`config.mk`:
```
export PLATFORM = sky130hd
export DESIGN_NAME = hilo_multiply_subtract_unit
export DESIGN_NICKNAME = d
export VERILOG_FILES = /design/src/hw/hilo_mul_sub_signed_pkg.sv /design/src/hw/hilo_multiply_subtract_unit.sv
export SDC_FILE = /design/constraint.sdc
export NUM_CORES = 2
export LEC_CHECK = 0
export ABC_AREA = 1
export BUFFER_PORTS_ARGS = -buffer_cell sky130_fd_sc_hd__buf_2
export CORE_MARGIN = 1
export CORE_UTILIZATION = 65
export DETAILED_ROUTE_END_ITERATION = 8
export GPL_TIMING_DRIVEN = 0
export PLACE_DENSITY = 0.91
export SYNTH_ARGS = -nofsm -noshare
export SYNTH_HDL_FRONTEND = slang
export SYNTH_SLANG_ARGS = --single-unit
```
`constraint.sdc`:
```
create_clock -name ref_clk -period 3 [get_ports ref_clk]
set_input_delay 0.15 -clock ref_clk [delete_from_list [all_inputs] [get_ports ref_clk]]
set_output_delay 0.15 -clock ref_clk [all_outputs]
set_load 0.005 [all_outputs]
```
`src/hw/hilo_mul_sub_signed_pkg.sv`:
```
// hilo_mul_sub_signed_pkg: constants shared by the high/low multiply-subtract unit.
// assumes a 64-bit core with 32-bit instruction words.
`default_nettype none
package hilo_mul_sub_signed_pkg;
  localparam int DataWidth = 64;
  localparam int InstrWidth = 32;
  localparam logic [5:0] OpcodeGroupTwo = 6'h1c;
  localparam logic [5:0] OpcodeSpecial = 6'h00;
  localparam logic [5:0] FuncMulSubSigned = 6'h04;
  localparam logic [5:0] FuncMulSubUnsigned = 6'h05;
  localparam logic [5:0] FuncMoveToHigh = 6'h11;
  localparam logic [5:0] FuncMoveToLow = 6'h13;
  localparam int OpcodeLsb = 26;
  localparam int ZeroFieldMsb = 15;
  localparam int ZeroFieldLsb = 6;
  localparam int MoveZeroMsb = 20;
  localparam int MulLatency = 2;
  localparam logic [63:0] HiloReset = 64'h0;
  typedef enum logic [1:0] {
    IDLE = 2'b00,
    MULT = 2'b01,
    SUBT = 2'b10
  } mul_sub_signed_state_type;
endpackage : hilo_mul_sub_signed_pkg
`default_nettype wire

```
`src/hw/hilo_multiply_subtract_unit.sv`:
```
// hilo_multiply_subtract_unit: high/low result pair with multiply-subtract and moves.
// assumes the pipeline presents one decoded word with operands and holds it while busy is high.
//
// Overview of operation
// RL1: signed multiply-subtract multiplies the low 32-bit words as signed values into a 64-bit product.
// RL2: the product is subtracted from the low 32 bits of high concatenated above the low 32 bits of low.
// RL3: upper and lower 32 bits of the difference are sign-extended into the high and low registers.
// RL4: multiply-subtract never raises an arithmetic or overflow exception.
// RL5: unsigned multiply-subtract zero-extends both 32-bit words, then works as the signed one.
// RL6: the issuer supplies operands with bits 63 to 31 equal, otherwise the result is arbitrary.
// RL7: multiply-subtract writes only the high/low pair, never a general register.
// RL8: unsigned multiply-subtract decodes from major opcode 011100, function 000101, bits 15..6 zero.
// RL9: signed multiply-subtract decodes from the same opcode, function 000100, bits 15..6 zero.
// RL10: move-to-high copies the full source into high and leaves low unchanged.
// RL11: move-to-low copies the full source into low.
// RL12: software reads the pair after a multiply or divide before writing either half again.
// RL13: move-to-high after an unread multiply/divide result may leave low with any value.
// RL14: move-to-low after an unread multiply/divide result may leave high with any value.
// RL15: no minimum separation between a result read and a later write of high or low.
// RL16: software should put the shorter operand in the second source register.
// RL17: while a multiply-subtract is pending, reads of high or low are stalled.
`default_nettype none
module hilo_multiply_subtract_unit
  import hilo_mul_sub_signed_pkg::*;
(
  input wire logic ref_clk,
  input wire logic nrst,
  input wire logic instrValid,
  input wire logic [hilo_mul_sub_signed_pkg::InstrWidth-1:0] instrWord,
  input wire logic [hilo_mul_sub_signed_pkg::DataWidth-1:0] sourceOperandA,
  input wire logic [hilo_mul_sub_signed_pkg::DataWidth-1:0] sourceOperandB,
  input wire logic readHighReq,
  input wire logic readLowReq,
  output logic busy,
  output logic readStall,
  output logic arithException,
  output logic gprWriteEn,
  output logic [hilo_mul_sub_signed_pkg::DataWidth-1:0] highResult,
  output logic [hilo_mul_sub_signed_pkg::DataWidth-1:0] lowResult
);
  import hilo_mul_sub_signed_pkg::*;

  mul_sub_signed_state_type state_q;
  logic [63:0] highResult_q;
  logic [63:0] lowResult_q;
  logic [63:0] product_q;
  logic [63:0] accum_q;
  logic [63:0] diff;
  logic [5:0] opcode;
  logic [5:0] func;
  logic zeroField;
  logic isMulSubSigned;
  logic isMulSubUnsigned;
  logic isMoveHigh;
  logic isMoveLow;
  logic accept;
  logic [63:0] extA;
  logic [63:0] extB;

  assign opcode = instrWord[InstrWidth-1:OpcodeLsb];
  assign func = instrWord[5:0];
  assign zeroField = (instrWord[ZeroFieldMsb:ZeroFieldLsb] == 10'h000);
  assign isMulSubUnsigned = (opcode == OpcodeGroupTwo) && (func == FuncMulSubUnsigned) && zeroField; // [RL8]
  assign isMulSubSigned = (opcode == OpcodeGroupTwo) && (func == FuncMulSubSigned) && zeroField; // [RL9]
  // moves carry zeros in bits 20..6
  assign isMoveHigh = (opcode == OpcodeSpecial) && (func == FuncMoveToHigh)
                      && (instrWord[MoveZeroMsb:ZeroFieldLsb] == 15'h0000);
  assign isMoveLow = (opcode == OpcodeSpecial) && (func == FuncMoveToLow)
                     && (instrWord[MoveZeroMsb:ZeroFieldLsb] == 15'h0000);

  // busy spans both stages; the issuer holds its word until busy drops
  assign busy = (state_q != IDLE);
  // a word seen while busy is simply not taken, so it needs no flush logic
  assign accept = instrValid && !busy;
  // reads are held off rather than served stale, at the cost of a two-cycle bubble
  assign readStall = busy && (readHighReq || readLowReq); // [RL17]
  assign arithException = 1'b0; // [RL4]
  assign gprWriteEn = 1'b0; // [RL7]
  assign highResult = highResult_q;
  assign lowResult = lowResult_q;

  // only low words matter; upper bits are assumed a copy of bit 31 [RL6]
  assign extA = isMulSubSigned ? {{32{sourceOperandA[31]}}, sourceOperandA[31:0]}
                               : {32'h0000_0000, sourceOperandA[31:0]}; // [RL1] [RL5]
  assign extB = isMulSubSigned ? {{32{sourceOperandB[31]}}, sourceOperandB[31:0]}
                               : {32'h0000_0000, sourceOperandB[31:0]}; // [RL1] [RL5]
  // wraps modulo 2^64, no overflow flag
  assign diff = accum_q - product_q; // [RL2] [RL4]

  // two stages: product then subtract, keeps the multiplier off the adder path
  always_ff @(posedge ref_clk or negedge nrst) begin
    if (!nrst) begin
      state_q <= IDLE;
    end else begin
      unique case (state_q)
        IDLE: begin
          if (accept && (isMulSubSigned || isMulSubUnsigned)) begin
            state_q <= MULT;
          end
        end
        MULT: begin
          state_q <= SUBT;
        end
        SUBT: begin
          state_q <= IDLE;
        end
        default: begin
          state_q <= IDLE;
        end
      endcase
    end
  end

  always_ff @(posedge ref_clk or negedge nrst) begin
    if (!nrst) begin
      product_q <= HiloReset;
      accum_q <= HiloReset;
    end else if (accept && (isMulSubSigned || isMulSubUnsigned)) begin
      product_q <= extA * extB; // [RL1] [RL5]
      accum_q <= {highResult_q[31:0], lowResult_q[31:0]}; // [RL2]
    end
  end

  // moves keep the other half as is, a legal outcome of the unread-result cases [RL13] [RL14]
  always_ff @(posedge ref_clk or negedge nrst) begin
    if (!nrst) begin
      highResult_q <= HiloReset;
      lowResult_q <= HiloReset;
    end else if (state_q == SUBT) begin
      highResult_q <= {{32{diff[63]}}, diff[63:32]}; // [RL3]
      lowResult_q <= {{32{diff[31]}}, diff[31:0]}; // [RL3]
    end else if (accept && isMoveHigh) begin
      highResult_q <= sourceOperandA; // [RL10] [RL15]
    end else if (accept && isMoveLow) begin
      lowResult_q <= sourceOperandA; // [RL11] [RL15]
    end
  end

  a_signed_result: assert property (@(posedge ref_clk) disable iff (!nrst) // [RL1]
    (accept && isMulSubSigned && highResult_q == 64'h0 && lowResult_q == 64'h0
     && sourceOperandA[31:0] == 32'hffff_ffff && sourceOperandB[31:0] == 32'h0000_0002)
    |-> ##3 (lowResult_q == 64'h0000_0000_0000_0002 && highResult_q == 64'h0))
    else $error("signed multiply-subtract result wrong");
  a_sub_pair: assert property (@(posedge ref_clk) disable iff (!nrst) // [RL2]
    (state_q == SUBT) |=> ({highResult_q[31:0], lowResult_q[31:0]} == $past(accum_q) - $past(product_q)))
    else $error("difference not written to pair");
  a_sign_extend: assert property (@(posedge ref_clk) disable iff (!nrst) // [RL3]
    $past(state_q == SUBT) |-> (highResult_q[63:32] == {32{highResult_q[31]}}
                                && lowResult_q[63:32] == {32{lowResult_q[31]}}))
    else $error("result halves not sign-extended");
  a_no_exception: assert property (@(posedge ref_clk) disable iff (!nrst) // [RL4]
    busy |-> !arithException)
    else $error("exception raised by multiply-subtract");
  a_unsigned_result: assert property (@(posedge ref_clk) disable iff (!nrst) // [RL5]
    (accept && isMulSubUnsigned && highResult_q == 64'h0 && lowResult_q == 64'h0
     && sourceOperandA[31:0] == 32'hffff_ffff && sourceOperandB[31:0] == 32'h0000_0002)
    |-> ##3 (lowResult_q == 64'h0000_0000_0000_0002 && highResult_q == 64'hffff_ffff_ffff_fffe))
    else $error("unsigned multiply-subtract result wrong");
  a_no_gpr_write: assert property (@(posedge ref_clk) disable iff (!nrst) // [RL7]
    (state_q == SUBT) |-> !gprWriteEn)
    else $error("multiply-subtract wrote a general register");
  a_decode_start: assert property (@(posedge ref_clk) disable iff (!nrst) // [RL8]
    (instrValid && !busy && instrWord[31:26] == 6'h1c && instrWord[15:6] == 10'h0
     && instrWord[5:0] == 6'h05) |=> (state_q == MULT))
    else $error("unsigned multiply-subtract not decoded");
  a_move_high: assert property (@(posedge ref_clk) disable iff (!nrst) // [RL10]
    (accept && isMoveHigh) |=> (highResult_q == $past(sourceOperandA) && $stable(lowResult_q)))
    else $error("move-to-high wrong");
  a_move_low: assert property (@(posedge ref_clk) disable iff (!nrst) // [RL11]
    (accept && isMoveLow) |=> (lowResult_q == $past(sourceOperandA)))
    else $error("move-to-low wrong");
  a_read_stall: assert property (@(posedge ref_clk) disable iff (!nrst) // [RL17]
    (accept && (isMulSubSigned || isMulSubUnsigned))
    |=> (busy && (readStall == (readHighReq || readLowReq))) [*2] ##1 !busy)
    else $error("read not stalled during update");

  // signed form starts the pipeline as well
  a_signed_decode: assert property (@(posedge ref_clk) disable iff (!nrst) // [RL9]
    (instrValid && !busy && instrWord[31:26] == 6'h1c && instrWord[15:6] == 10'h0
     && instrWord[5:0] == 6'h04) |=> (state_q == MULT))
    else $error("signed multiply-subtract not decoded");

  // a nonzero middle field is not a multiply-subtract
  a_bad_field: assert property (@(posedge ref_clk) disable iff (!nrst) // [RL8]
    (instrValid && !busy && instrWord[31:26] == 6'h1c && instrWord[15:6] != 10'h0)
    |=> !busy)
    else $error("malformed word started the pipeline");

  // product stage for the unsigned form uses zero-extended words
  a_unsigned_widen: assert property (@(posedge ref_clk) disable iff (!nrst) // [RL5]
    (accept && isMulSubUnsigned) |=> (product_q == {32'h0000_0000, $past(sourceOperandA[31:0])}
                                                   * {32'h0000_0000, $past(sourceOperandB[31:0])}))
    else $error("unsigned product wrong");

  // product stage for the signed form uses sign-extended words
  a_signed_widen: assert property (@(posedge ref_clk) disable iff (!nrst) // [RL1]
    (accept && isMulSubSigned)
    |=> (product_q == {{32{$past(sourceOperandA[31])}}, $past(sourceOperandA[31:0])}
                      * {{32{$past(sourceOperandB[31])}}, $past(sourceOperandB[31:0])}))
    else $error("signed product wrong");

  // minuend is captured from the low words of the pair at the taking edge
  a_accum_capture: assert property (@(posedge ref_clk) disable iff (!nrst) // [RL2]
    (accept && (isMulSubSigned || isMulSubUnsigned))
    |=> (accum_q == {$past(highResult_q[31:0]), $past(lowResult_q[31:0])}))
    else $error("minuend not captured");

  // move-to-low leaves high as it was
  a_move_low_keep: assert property (@(posedge ref_clk) disable iff (!nrst) // [RL14]
    (accept && isMoveLow) |=> $stable(highResult_q))
    else $error("move-to-low disturbed high");

  // once idle, reads go straight through
  a_idle_no_stall: assert property (@(posedge ref_clk) disable iff (!nrst) // [RL15]
    !busy |-> !readStall)
    else $error("read stalled while idle");

  // a write to the pair happens only through the subtract stage or a move
  a_pair_quiet: assert property (@(posedge ref_clk) disable iff (!nrst) // [RL7]
    (state_q != SUBT && !(accept && (isMoveHigh || isMoveLow)))
    |=> ($stable(highResult_q) && $stable(lowResult_q)))
    else $error("high/low changed without a write");

  // a word offered while busy must not disturb the pending operation
  a_busy_refuse: assert property (@(posedge ref_clk) disable iff (!nrst) // [RL17]
    (busy && instrValid)
    |=> ($stable(accum_q) && $stable(product_q)))
    else $error("word taken while busy");
endmodule : hilo_multiply_subtract_unit
`default_nettype wire

```
==> summary.md, run 1 <==
| Metric | Value |
|---|---|
| Result of the run | `stopped before the end` |
| Terminating stage of the flow | `global routing` |
| Error message | `[ERROR GRT-0232] Routing congestion too high. Check the congestion heatmap in the GUI.` |
| Number of H-tree branching levels | `1` |
| Final global-route overflow total | `31` |
| Sink Count | `around 260` |
| Area of the mapped netlist | `between 60000 and 70000 sq um` |
| IO Count | `297` |
| Clock buffers created by TritonCTS | `23` |
| Count of mapped cells out of synthesis | `between 8000 and 9000` |
| Post-synth top area share | `a little over two fifths` |
| Top cells by area in the synthesized netlist | `fa_1, inv_1, nand2_1` |
| Maximum number of pins on one net before global-route repair | `119` |
| Chip width | `317.4 microns` |
| Mean post-synth cell area | `approximately 8 sq um` |
| Number of port buffers | `~220` |
| Most common library cells after synthesis | `inv_1, nand2_1, fa_1` |
| Type of pin the worst path ends at | `register data pin` |
| Synth area leader | `fa_1` |
| Post-synthesis async set-or-reset flop share | `100.0%` |
| Count of standard-cell rows | `between 100 and 150` |
| Routability Congestion | `1.164` |
| Starting Density | `approximately two thirds` |
| Last worst endpoint in the global-route repair_timing | `product_q[60]$_DFFE_PN0P_/D` |
| Floorplan die height | `around 320 microns` |
| Clock Root Buffer | `clkbuf_16` |
| Flip-flop and latch count after synthesis | `258` |
| Yosys warning total | `0` |
| Top FF cell, synth | `dfrtp_1` |
| Placement-stage worst setup slack | `-7.810 ns` |
| Buffers from clock root to sink, at most | `3` |
| HPWL after DPL | `roughly 230000 microns` |
| Most instantiated library cell after synthesis | `inv_1` |
| Number of enable flip-flop cells after synthesis | `0` |
| Library cells used by synthesis | `between 50 and 60` |
| All-Layer GR Usage | `69.22%` |
| Register area share after synthesis | `between 9 and 10%` |
| Post-Place Cell Area | `69970 sq um` |
[cells by family after synthesis]
family / synth area share, %
AO/OA/AOI/OAI: 6.010
XOR/XNOR: 0.5555
adder cells (fa/ha/maj): 51.26
buffers and inverters: 15.81
flip-flops: 9.988
other: 0.005801
AND/OR/NAND/NOR: 16.38
[timing repair]
item,in CTS
gates cloned,2
endpoints found under the hold margin,79
buffers inserted,171
pin swaps,247
gates resized for setup,964
setup endpoints to repair,125
hold buffers,15
[per-layer routing]
layer / global-route usage (%) / overflow
met1: 75.70 / 0
met2: 82.97 / 20
met3: 53.26 / 0
met4: 58.98 / 11
met5: 29.45 / 0
[through the flow]
stage               hold slack, ns  std cells  setup TNS [ns]
CTS                       0.001956       9887         -244.44
detailed placement          0.1328       9658         -340.97
global placement            0.4358       9655        -1080.33
floorplan                  -0.1456       8149         -236.49
==> run 2: changes to the inputs <==
CORE_UTILIZATION = 40   (was 65)
PLACE_DENSITY = unset   (was 0.91)
PLACE_DENSITY_LB_ADDON = 0.15   (was unset)
==> run 2 against run 1 <==
Area after synthesis unchanged. The flow now finishes, with violations (negative setup slack). Synthesized cell count unchanged.
==> summary.md, run 2 <==
| Metric | Value |
|---|---|
| Worst hold path cell count | `4` |
| CP Data Required Time | `3.48 ns` |
| Count of mapped cells out of synthesis | `8148 (unchanged)` |
| Commonest non-fill, non-tap cell in the layout | `inv_1` |
| Vias per std cell | `around 5.2` |
| Post-Place Cell Area | `71060 sq um (+1.6%)` |
| Clock buffers created by TritonCTS | `28 (+22%)` |
| Most instantiated library cell after synthesis | `inv_1` |
| Reported max-cap violation count | `0` |
| Yosys warning total | `0 (unchanged)` |
| Result of the run | `finished, violations left` |
| FF-to-FF setup slack | `-0.54 ns` |
| Vias in the first global route | `slightly below 60000` |
| Number of antenna violations at the first check in global routing | `15` |
| Layout-stage area growth over the synthesis result | `24.82%` |
| Number of port buffers | `219 (unchanged)` |
| Floorplan die height | `404.0 microns (+27%)` |
| Kind of critical path | `in2reg` |
| Area of the mapped netlist | `64640 sq um (unchanged)` |
| Max Clk Rate | `roughly 110 MHz` |
| Number of enable flip-flop cells after synthesis | `0 (unchanged)` |
| All-Layer GR Usage | `about two fifths` |
| Worst Min Path Start | `sourceOperandA[28]` |
| Origin of the worst setup path | `instrWord[13]` |
| Post-route DRC | `0` |
| Top cells by area in the synthesized netlist | `fa_1, inv_1, nand2_1` |
| Post-DR wirelength/cell | `~28 microns` |
| Startpoint class of the critical path | `primary input` |
| Routability Congestion | `1.028 (-12%)` |
| Chip width | `404.0 microns (+27%)` |
| Max Transition Viols Final | `0` |
| Register area share after synthesis | `9.988% (unchanged)` |
| Critical path's slowest cell | `fa_2` |
| Worst flop-to-flop path startpoint | `state_q[0]$_DFFE_PN0P_` |
| Hold Path Class | `in2reg` |
| CTS tree | `built` |
| IO Count | `297 (unchanged)` |
| Clock slew at reported path FFs | `approximately 0.070 ns` |
| Fin crit period | `around 8.8 ns` |
| Library cells used by synthesis | `56 (unchanged)` |
| Latest clock arrival within the worst-skew pair | `slightly above 0.6 ns` |
| Core area | `between 150000 and 200000 sq um` |
| Violated checks | `negative setup slack` |
| Pre-Repair DR Iteration Count | `6` |
| Element type at the critical path end | `flip-flop` |
| Fraction of final layout cells with drive strength greater than 1 | `between 20% and 30%` |
| Most common library cells after synthesis | `inv_1, nand2_1, fa_1` |
| Synth area leader | `fa_1` |
| Fraction of the cycle the final worst path needs | `293.5%` |
| Crit-path max cell delay | `slightly above 0.7 ns` |
| Final worst setup slack | `-5.806 ns` |
| Total Wirelength | `roughly 310000 microns` |
| CP Max Fanout | `7` |
| Top FF cell, synth | `dfrtp_1` |
| Maximum number of pins on one net before global-route repair | `between 100 and 150` |
| RSZ-0062 raised after global routing | `yes` |
| Worst-Margin Slew | `around 1.2 ns` |
| Mean post-synth cell area | `7.933 sq um (unchanged)` |
| Number of nets in the final layout | `10680` |
| Clock Root Buffer | `clkbuf_16` |
| Count of standard-cell rows | `147 (+28%)` |
| Detailed-route via count | `about 57000` |
| Top library cells by usage in the layout, fill and taps aside | `inv_1, nand2_1, fa_1, nor2_1, ha_1` |
| Starting Density | `40.26% (-25 points)` |
| Worst Hold Slack | `0.08077 ns` |
| Antenna viol nets, final | `0` |
| Global-route wire length before repair | `436800 microns` |
| Worst slew slack as a fraction of its limit | `about 17%` |
| Final global-route overflow total | `0` |
| Placement-stage worst setup slack | `-7.856 ns (-0.04613 ns)` |
| Post-synthesis async set-or-reset flop share | `100.0% (unchanged)` |
| Total count of hold-check failures in the final report | `0` |
| HPWL after DPL | `257300 microns (+12%)` |
| Worst Hold Endpoint | `highResult[28]$_DFFE_PN0P_` |
| Capture point of the worst reg-to-reg path | `product_q[51]$_DFFE_PN0P_` |
| Worst clock skew on the final layout | `slightly above 0.03 ns` |
| Die outline area | `163200 sq um` |
| Most used cell, CP | `fa_2` |
| Worst path arrival time | `roughly 9.3 ns` |
| Sink Count | `258 (unchanged)` |
| Flip-flop and latch count after synthesis | `258 (unchanged)` |
| Post-route cell area | `~81000 sq um` |
| DRT iter0 DRCs | `around 5500` |
| Number of H-tree branching levels | `1 (unchanged)` |
| Worst R2R Path Depth | `6` |
| Final setup viols | `73` |
| Post-synth top area share | `43.98% (unchanged)` |
| Buffers from clock root to sink, at most | `3 (unchanged)` |
run 2: worst max-delay path by stage:
stage,slack [ns],endpoint
3_3_place_gp,-8.24,product_q[58]$_DFFE_PN0P_
3_5_place_dp,-7.86,product_q[58]$_DFFE_PN0P_
4_1_cts,-5.61,product_q[58]$_DFFE_PN0P_
5_1_grt,-6.03,product_q[60]$_DFFE_PN0P_
6_report,-5.81,product_q[58]$_DFFE_PN0P_
2_1_floorplan,-5.46,product_q[63]$_DFFE_PN0P_
run 2: logic make-up (layout without fill, tap and decap cells):
| family | after synthesis | after routing | share of synthesized area (%) |
|---|---|---|---|
| xor+xnor | 41 | 41 | 0.5555 |
| fa+ha+maj | 1796 | 1796 | 51.26 |
| compound gates | 706 | 706 | 6.010 |
| simple gates | 2651 | 2651 | 16.38 |
| flops | 258 | 258 | 9.988 |
| other cells | 1 | 12 | 0.005801 |
| buf+inv | 2695 | 3290 | 15.81 |
run 2: cell type report:
| cell class | instances | area (sq um) |
|---|---|---|
| diodes | 10 | 25.02 |
| multi-input cells | 5196 | 52790 |
| well taps | 2160 | 2703 |
| fillers | 15670 | 79880 |
| clock buffers | 39 | 812.0 |
| plain buffers | 310 | 4205 |
| clock inverters | 13 | 153.9 |
| repair buffers | 543 | 4506 |
| flip-flops and latches | 258 | 6456 |
| inverters | 2385 | 9037 |
run 2: metal layers:
| metal | GRT usage [%] | part of all wire [%] |
|---|---|---|
| met1 | 52.28 | 42 |
| met2 | 57.69 | 44 |
| met3 | 8.833 | 9.3 |
| met4 | 16.91 | 5.6 |
| met5 | 0 | 0.021 |
run 2: what timing repair did:
item,CTS,global route
buffers inserted,198,80
pin swaps,346,267
gates resized for setup,1102,344
setup endpoints to repair,113,184
hold endpoints to repair,132,0
hold buffers,40,0
gates cloned,7,1
run 2: worst max-delay path, delay by kind of cell:
kind                     cells  cell delay (ns)
AND/OR/NAND/NOR             14             1.98
AO/OA/AOI/OAI                1             0.07
adder cells (fa/ha/maj)     11             5.71
buffers and inverters       12             1.34
run 2: per-stage QoR:
stage                     utilization (%)  cells   TNS, ns
after floorplan                         -   8149   -236.49
after CTS                           49.11  10830   -248.41
after detailed placement            44.26  10530   -348.07
final                               50.25  10910   -252.90
after global routing                50.24  10910   -274.49
after global placement              44.21  10530  -1232.11
Power of run 2 is left out: the tool's default activity adds up to more than one toggle a clock period on the data nets, which glitch-free logic cannot reach.
